`config.mk`:
```
export PLATFORM = sky130hd
export DESIGN_NAME = host_port_ready_handshake
export DESIGN_NICKNAME = d
export VERILOG_FILES = /design/src/host_port_pkg.sv /design/src/host_pin_sync.sv /design/src/host_port_ready_handshake.sv
export SDC_FILE = /design/constraint.sdc
export NUM_CORES = 1
export LEC_CHECK = 0
export BUFFER_PORTS_ARGS = -buffer_cell sky130_fd_sc_hd__buf_2
export CAP_MARGIN = 15
export CORE_MARGIN = 5
export CORE_UTILIZATION = 55
export CTS_CLUSTER_SIZE = 12
export DETAILED_ROUTE_END_ITERATION = 10
export PLACE_DENSITY = 0.9
export SYNTH_ARGS = -nofsm -noshare
export SYNTH_HDL_FRONTEND = slang
export SYNTH_SLANG_ARGS = --single-unit
```
`constraint.sdc`:
```
create_clock -name CLK -period 5.7 [get_ports CLK]
set_clock_uncertainty 0.15 [all_clocks]
set_input_delay 1.425 -clock CLK [delete_from_list [all_inputs] [get_ports CLK]]
set_output_delay 1.425 -clock CLK [all_outputs]
set_load 0.01 [all_outputs]
```
`src/host_port_pkg.sv`:
```
package host_port_pkg;

  localparam int DATA_W = 16;

  // access type select encodings on the two select lines
  localparam logic [1:0] SEL_CONTROL = 2'h0;
  localparam logic [1:0] SEL_DATA_AUTO = 2'h1;
  localparam logic [1:0] SEL_ADDRESS = 2'h2;
  localparam logic [1:0] SEL_DATA_FIXED = 2'h3;

  // half-word identifier levels
  localparam logic HW_FIRST = 1'b0;
  localparam logic HW_SECOND = 1'b1;

  // read/write select levels
  localparam logic RW_WRITE = 1'b0;
  localparam logic RW_READ = 1'b1;

  // clock and the stall on address writes and second-half fixed-address data writes
  localparam int CLK_HZ = 20_000_000;
  localparam int ADDR_STALL_NS = 100;
  localparam int ADDR_STALL_CYC = (ADDR_STALL_NS * (CLK_HZ / 1_000_000) + 999) / 1000;

  typedef struct packed {
    logic [1:0] access_type_select;
    logic host_read_write_select;
    logic half_word_identifier;
  } host_qual_t;

  typedef struct packed {
    logic write_fifo_full;
    logic read_fifo_has_data;
    logic addr_update_busy;
  } core_status_t;

endpackage : host_port_pkg

```
`src/host_pin_sync.sv`:
```
`timescale 1ns/10ps
module host_pin_sync
  import host_port_pkg::*;
#(
  parameter int WIDTH = 1
) (
  input wire logic clk,
  input wire logic reset_n,
  input wire logic [WIDTH-1:0] async_in,
  output logic [WIDTH-1:0] sync_out
);

  logic [WIDTH-1:0] stage1;

  // first stage only feeds the second
  always_ff @(posedge clk or negedge reset_n) begin
    if (!reset_n) begin
      stage1 <= '0;
      sync_out <= '0;
    end else begin
      stage1 <= async_in;
      sync_out <= stage1;
    end
  end

endmodule : host_pin_sync

```
`src/host_port_ready_handshake.sv`:
```
`timescale 1ns/10ps
module host_port_ready_handshake
  import host_port_pkg::*;
(
  // clock and reset
  input wire logic CLK,
  input wire logic RESET_N,
  // host pins
  input wire logic HOST_CHIP_SELECT_N,
  input wire logic HOST_DATA_STROBE_A,
  input wire logic HOST_DATA_STROBE_B,
  input wire host_qual_t HOST_QUAL,
  input wire logic [DATA_W-1:0] HOST_DATA_BUS_IN,
  output logic [DATA_W-1:0] HOST_DATA_BUS_OUT,
  output logic HOST_DATA_BUS_OE,
  output logic HOST_READY_N,
  // core side status and read data
  input wire core_status_t CORE_STATUS,
  input wire logic [DATA_W-1:0] CORE_READ_DATA,
  // core side access events
  output logic ACCESS_START,
  output logic ACCESS_END,
  output host_qual_t ACCESS_QUAL,
  output logic [DATA_W-1:0] ACCESS_WRITE_DATA
);

  typedef enum logic [1:0] {IDLE, READ_WAIT, READ_DRIVE, WRITE_HOLD} phase_t;

  localparam int SYNC_W = 3 + $bits(host_qual_t) + DATA_W;
  localparam int STALL_W = $clog2(ADDR_STALL_CYC + 1);
  localparam logic [STALL_W-1:0] STALL_LOAD = STALL_W'(ADDR_STALL_CYC);

  // a zero stall would let an address write end before the core has taken it
  if (ADDR_STALL_CYC < 1 || DATA_W < 1) begin : g_bad_config
    $error("stall time and data width must both be at least one");
  end

  // select-line decode, shared by the read and write paths
  function automatic logic type_is_data(input logic [1:0] sel);
    return (sel == SEL_DATA_AUTO) || (sel == SEL_DATA_FIXED);
  endfunction : type_is_data

  function automatic logic type_is_auto(input logic [1:0] sel);
    return sel == SEL_DATA_AUTO;
  endfunction : type_is_auto

  logic [SYNC_W-1:0] pins_sync;
  logic cs_n_s;
  logic ds_a_s;
  logic ds_b_s;
  host_qual_t qual_s;
  logic [DATA_W-1:0] wdata_s;
  logic strobe_active;
  logic strobe_prev;
  logic strobe_fall;
  logic strobe_rise;
  logic is_write;
  logic is_data;
  logic is_auto;
  logic read_must_wait;
  logic write_may_stall;
  logic stall_hold;
  logic load_timer;
  logic next_ready_n;
  logic next_drive;
  logic [STALL_W-1:0] stall_count;
  logic [STALL_W-1:0] next_stall_count;
  phase_t phase;
  phase_t next_phase;
  host_qual_t latched_qual;

  // two flops on every pin: the host strobes are asynchronous to CLK
  // the price is three cycles from a pin change to the answer
  host_pin_sync #(.WIDTH(SYNC_W)) u_sync (
    .clk(CLK),
    .reset_n(RESET_N),
    .async_in({HOST_CHIP_SELECT_N, HOST_DATA_STROBE_A, HOST_DATA_STROBE_B, HOST_QUAL,
               HOST_DATA_BUS_IN}),
    .sync_out(pins_sync)
  );

  assign {cs_n_s, ds_a_s, ds_b_s, qual_s, wdata_s} = pins_sync;

  // combined strobe from select and the data strobes
  assign strobe_active = !cs_n_s && (ds_a_s ^ ds_b_s);
  assign strobe_fall = strobe_active && !strobe_prev;
  assign strobe_rise = !strobe_active && strobe_prev;

  // qualifiers are caught at strobe start and held through the access
  assign is_write = latched_qual.host_read_write_select == RW_WRITE;
  assign is_data = type_is_data(latched_qual.access_type_select);
  assign is_auto = type_is_auto(latched_qual.access_type_select);
  // fixed-address and address writes run the timer, auto data waits on fifo space
  assign load_timer = !is_data || !is_auto;

  // read stalls only for a first-half auto data read with nothing buffered
  assign read_must_wait = type_is_auto(qual_s.access_type_select)
                          && (qual_s.half_word_identifier == HW_FIRST)
                          && !CORE_STATUS.read_fifo_has_data;

  // write-side stall causes, checked after the strobe ends
  assign write_may_stall =
      (is_data && CORE_STATUS.write_fifo_full)
      || (latched_qual.access_type_select == SEL_ADDRESS)
      || (latched_qual.access_type_select == SEL_DATA_FIXED
          && latched_qual.half_word_identifier == HW_SECOND);

  // auto fifo-full stall ends as soon as space frees; address and fixed-address stalls use the timer
  // the core busy flag can stretch any write stall, it never shortens one
  assign stall_hold = (is_data && is_auto && CORE_STATUS.write_fifo_full)
                      || (!is_auto && is_data && CORE_STATUS.write_fifo_full)
                      || (stall_count != '0)
                      || CORE_STATUS.addr_update_busy;

  // phase machine: a read answers once, a write may park in the hold phase
  always_comb begin
    next_phase = phase;
    next_stall_count = (stall_count != '0) ? stall_count - STALL_W'(1) : stall_count;
    unique case (phase)
      IDLE: begin
        // writes need nothing at strobe start; they are judged at strobe end
        if (strobe_fall && qual_s.host_read_write_select == RW_READ) begin
          next_phase = read_must_wait ? READ_WAIT : READ_DRIVE;
        end
      end
      READ_WAIT: begin
        if (CORE_STATUS.read_fifo_has_data) begin
          next_phase = READ_DRIVE;
        end else if (!strobe_active) begin
          next_phase = IDLE;
        end
      end
      READ_DRIVE: begin
        if (!strobe_active) begin
          next_phase = IDLE;
        end
      end
      WRITE_HOLD: begin
        if (!stall_hold) begin
          next_phase = IDLE;
        end
      end
    endcase
    // a write is completed on strobe rise; stall only for the listed cases
    if (strobe_rise && is_write) begin
      if (write_may_stall) begin
        next_phase = WRITE_HOLD;
        if (load_timer) begin
          next_stall_count = STALL_LOAD;
        end
      end else begin
        next_phase = IDLE;
      end
    end
  end

  // edge history and the qualifier latch
  always_ff @(posedge CLK or negedge RESET_N) begin
    if (!RESET_N) begin
      strobe_prev <= 1'b0;
      phase <= IDLE;
      stall_count <= '0;
      latched_qual <= '0;
    end else begin
      strobe_prev <= strobe_active;
      phase <= next_phase;
      stall_count <= next_stall_count;
      if (strobe_fall) begin
        latched_qual <= qual_s;
      end
    end
  end

  // deselect always shows ready, even mid-stall
  assign next_ready_n = cs_n_s ? 1'b0
                        : (next_phase == READ_WAIT || next_phase == WRITE_HOLD);
  assign next_drive = (next_phase == READ_DRIVE) && !cs_n_s;

  // ready, data drive and core events, all registered
  always_ff @(posedge CLK or negedge RESET_N) begin
    if (!RESET_N) begin
      HOST_READY_N <= 1'b0;
      HOST_DATA_BUS_OUT <= '0;
      HOST_DATA_BUS_OE <= 1'b0;
      ACCESS_START <= 1'b0;
      ACCESS_END <= 1'b0;
      ACCESS_QUAL <= '0;
      ACCESS_WRITE_DATA <= '0;
    end else begin
      HOST_READY_N <= next_ready_n;
      HOST_DATA_BUS_OE <= next_drive;
      if (next_phase == READ_DRIVE) begin
        HOST_DATA_BUS_OUT <= CORE_READ_DATA;
      end
      ACCESS_START <= strobe_fall;
      ACCESS_END <= strobe_rise;
      if (strobe_fall) begin
        ACCESS_QUAL <= qual_s;
      end
      // write data sampled while strobe is still active, before host releases it
      if (strobe_active) begin
        ACCESS_WRITE_DATA <= wdata_s;
      end
    end
  end

endmodule : host_port_ready_handshake

```
==> summary.json <==
{
  "final_layout": {
    "antennaDiodeCount": 0,
    "layout-area-overhead-vs-synth_pct": 22.6,
    "mostFrequentLayoutCell": "sky130_fd_sc_hd__dfrtp_1",
    "mostFrequentLayoutCells": "91 x sky130_fd_sc_hd__dfrtp_1, 82 x sky130_fd_sc_hd__buf_2, 26 x sky130_fd_sc_hd__mux2_2",
    "regArea_um2": 2280,
    "multi_input_comb_area_um2": 682,
    "finish.net_count": 304,
    "drive_above_1_share": 0.530,
    "fillerInstances": 401
  },
  "yosys": {
    "synth_top_cell_area_share": 0.757,
    "synth_seq_cells": 91,
    "synth_compound_gate_area_share": 0.0358,
    "post_synth_mux_area_share": 0.142,
    "synth_top_family_by_area": "multiplexers",
    "seq_area_frac_synth": 0.757,
    "netlist_area_um2": 3010,
    "synth_cell_type_count": 28,
    "synth-simple-area-share": 0.0458,
    "postSynthCellCount": 167,
    "synth.yosys.warnings": 0,
    "avgSynthCellArea_um2": 18.0,
    "post-synth-top-area-cell": "sky130_fd_sc_hd__dfrtp_1",
    "synth_fa_ha_area_frac": 0,
    "xor_and_xnor_fraction_of_the_mapped_netlist_area": 0.00291,
    "netlist_top_cells_area": "sky130_fd_sc_hd__dfrtp_1 76%, sky130_fd_sc_hd__mux2_2 9.7%, sky130_fd_sc_hd__mux2_4 4.5%, sky130_fd_sc_hd__a2111oi_4 0.92%, sky130_fd_sc_hd__o41ai_4 0.92%",
    "synth.net_count": 211
  },
  "route": {
    "drt_first_iter_violations": 76,
    "route.detailed.drc": 0,
    "total_via_count_after_detailed_routing": 1627,
    "routed_wl_mm": 5.18,
    "route.detailed.wl_per_inst_um": 15.4,
    "dr.pass1.iters": 4,
    "drtAntennaViolNets": 0,
    "drt-vias-per-instance": 4.84
  },
  "die": {
    "floorplan.die.width_um": 83.9,
    "std_cell_rows": 27,
    "floorplan.die.height_um": 83.9,
    "fp.coreArea_um2": 5410,
    "initial_utilization": 0.556,
    "ioPinCount": 84,
    "die-area_um2": 7050
  },
  "critical_path": {
    "timing.critical_path.to_type": "register",
    "setup.worst_path.start_class": "input pin",
    "cp_max_fo": 14,
    "cp.arrival_ps": 3270,
    "timing.critical_path.cells": "buf_2, a2111oi_4, nand3b_2, o41ai_4, nor4_4, buf_8, mux2_2",
    "crit_slowest_cell": "sky130_fd_sc_hd__nor4_4",
    "timing.critical_path.slowest_cell_delay_ps": 510,
    "setup.worst_path.class": "in -> reg",
    "worst_ep_required_time_ps": 5770
  },
  "clocking": {
    "post_cts_sizing": 0,
    "cts_hold_repair.buffers": 0,
    "h-tree-depth": 3,
    "tritoncts": "built",
    "clockRootBuffer": "sky130_fd_sc_hd__clkbuf_8",
    "numClockSinks": 91,
    "cts.reportedPaths.clkPinSlew_ps": 80,
    "post-cts-setup-buffer-count": 0,
    "cts.path.max_buffers": 2,
    "numCtsBuffers": 9,
    "insertion_delay_ps": 350
  },
  "timing": {
    "final.setup.tns_ps": 0,
    "unrepaired_setup_endpoints_after_global_routing": "no",
    "final-hold-violation-count": 0,
    "fmax_mhz": 312,
    "setup_slack_ps": 2500,
    "worst_pin_slew_ps": 921,
    "finalMaxSlewViolations": 0,
    "final_min_period_over_clock_period": 0.562,
    "final-setup-viol-count": 0,
    "relSlewSlack": 0.386,
    "post-route-min-period_ps": 3200
  },
  "grt": {
    "grt-ovfl-total": 0,
    "grt_start_max_net_pins": 92,
    "number_of_global_route_vias_before_repair": 1825,
    "antenna_found_initial": 0,
    "grt_pass1_wl_mm": 8.72,
    "grt_usage": 0.158
  },
  "power_and_ir_drop": {
    "power.density_cell_area_nw_per_um2": 408,
    "total_leakage_power_uw": 0.00180,
    "vdd_drop_max_mv": 0.233
  },
  "placed_design": {
    "finalWeightedCongestion": 0.726,
    "placement.io_buffers": 83,
    "detailed_place_hpwl_mm": 3.64,
    "pre_cts_slack_ps": 1740
  },
  "flow_run": {
    "max-cap-violations": 0
  },
  "status": {
    "status": "complete, no violations"
  },
  "worst_hold_path": {
    "hold_class": "reg -> reg"
  }
}
==> sequential cells by signal, summed over array words and instances (netlist names) <==
name and cells:
ACCESS_END 1, ACCESS_QUAL 4, ACCESS_START 1, ACCESS_WRITE_DATA 16, HOST_DATA_BUS_OE 1, HOST_DATA_BUS_OUT 16
HOST_READY_N 1, phase 2, stall_count 2, strobe_prev 1, u_sync.stage1 23, u_sync.sync_out 23
==> where the power goes <==
part / internal [uW] / total [uW] / switching (uW)
Sequential: 754 / 817 / 62.4
Clock: 155 / 360 / 205
Combinational: 177 / 325 / 148
Total: 1090 / 1500 / 416
==> layer usage <==
| metal | global-route usage | wire length (um) |
|---|---|---|
| met4 | 0.0936 | 118 |
| met1 | 0.192 | 2080 |
| met5 | 0 | 0 |
| met3 | 0.0296 | 217 |
| met2 | 0.263 | 2770 |
==> cells by family after synthesis <==
family | count (synthesis)
DFF | 91
buffers and inverters | 7
and+or+nand+nor | 22
xor gates and xnor gates | 1
muxes | 35
AOI/OAI and AO/OA | 11
==> metrics by stage <==
step	std cells	utilization	hold slack, ps	power [uW]	area [um^2]
after global routing	336	0.682	209	1580	3680
after detailed placement	319	0.644	185	1160	3480
after floorplan	167	-	181	1000	3010
final	336	0.682	200	1500	3680
after global placement	319	0.644	182	1130	3480
after CTS	334	0.674	203	1520	3640
==> synthesized netlist by cell type <==
| cell | instances |
|---|---|
| sky130_fd_sc_hd__clkinv_2 | 1 |
| sky130_fd_sc_hd__nor3_1 | 2 |
| sky130_fd_sc_hd__xnor2_1 | 1 |
| sky130_fd_sc_hd__nand2b_1 | 2 |
| sky130_fd_sc_hd__buf_8 | 1 |
| sky130_fd_sc_hd__a31oi_1 | 1 |
| sky130_fd_sc_hd__or2_2 | 1 |
| sky130_fd_sc_hd__nand3_1 | 1 |
| sky130_fd_sc_hd__nor4_4 | 1 |
| sky130_fd_sc_hd__nor3b_1 | 1 |
| sky130_fd_sc_hd__o32ai_1 | 1 |
| sky130_fd_sc_hd__or2_1 | 1 |
| sky130_fd_sc_hd__nor2b_1 | 3 |
| sky130_fd_sc_hd__a21o_1 | 1 |
| sky130_fd_sc_hd__a2111oi_4 | 1 |
| sky130_fd_sc_hd__o21ai_0 | 4 |
| sky130_fd_sc_hd__mux2_2 | 26 |
| sky130_fd_sc_hd__dfrtp_1 | 91 |
| sky130_fd_sc_hd__o41ai_4 | 1 |
| sky130_fd_sc_hd__inv_1 | 3 |
| sky130_fd_sc_hd__buf_2 | 1 |
| sky130_fd_sc_hd__buf_6 | 1 |
| sky130_fd_sc_hd__nand2_1 | 5 |
| sky130_fd_sc_hd__a21oi_1 | 2 |
| sky130_fd_sc_hd__and3b_1 | 1 |
| sky130_fd_sc_hd__nand3b_2 | 1 |
| sky130_fd_sc_hd__mux2_4 | 9 |
| sky130_fd_sc_hd__nor2_1 | 3 |
==> layout make-up <==
| type | instances | share of cell area |
|---|---|---|
| Clock buffer | 10 | 0.0346 |
| Multi-Input combinational cell | 69 | 0.185 |
| Sequential cell | 91 | 0.618 |
| Clock inverter | 5 | 0.00849 |
| Tap cell | 72 | 0.0244 |
| Inverter | 4 | 0.00441 |
| Timing Repair Buffer | 85 | 0.125 |
==> final timing paths <==
kind	cells past startpoint	start	endpoint	slack, ps
min reg2reg	0	u_sync.stage1[22]	u_sync.sync_out[22]	200
max in group asynchronous	2	RESET_N	u_sync.stage1[15]	3880
max reg2reg	6	u_sync.sync_out[20]	HOST_DATA_BUS_OUT[3]	2700
min	0	u_sync.stage1[22]	u_sync.sync_out[22]	200
min in group asynchronous	1	RESET_N	u_sync.sync_out[4]	900
max	7	CORE_STATUS[0]	HOST_DATA_BUS_OUT[3]	2500
==> worst max-delay path: cells and delay by family <==
| family | cells | cell delay (ps) |
|---|---|---|
| mux | 1 | 350 |
| buf+inv | 2 | 350 |
| simple gates | 2 | 710 |
| compound gates | 2 | 430 |
(Power assumes the default switching activity.)
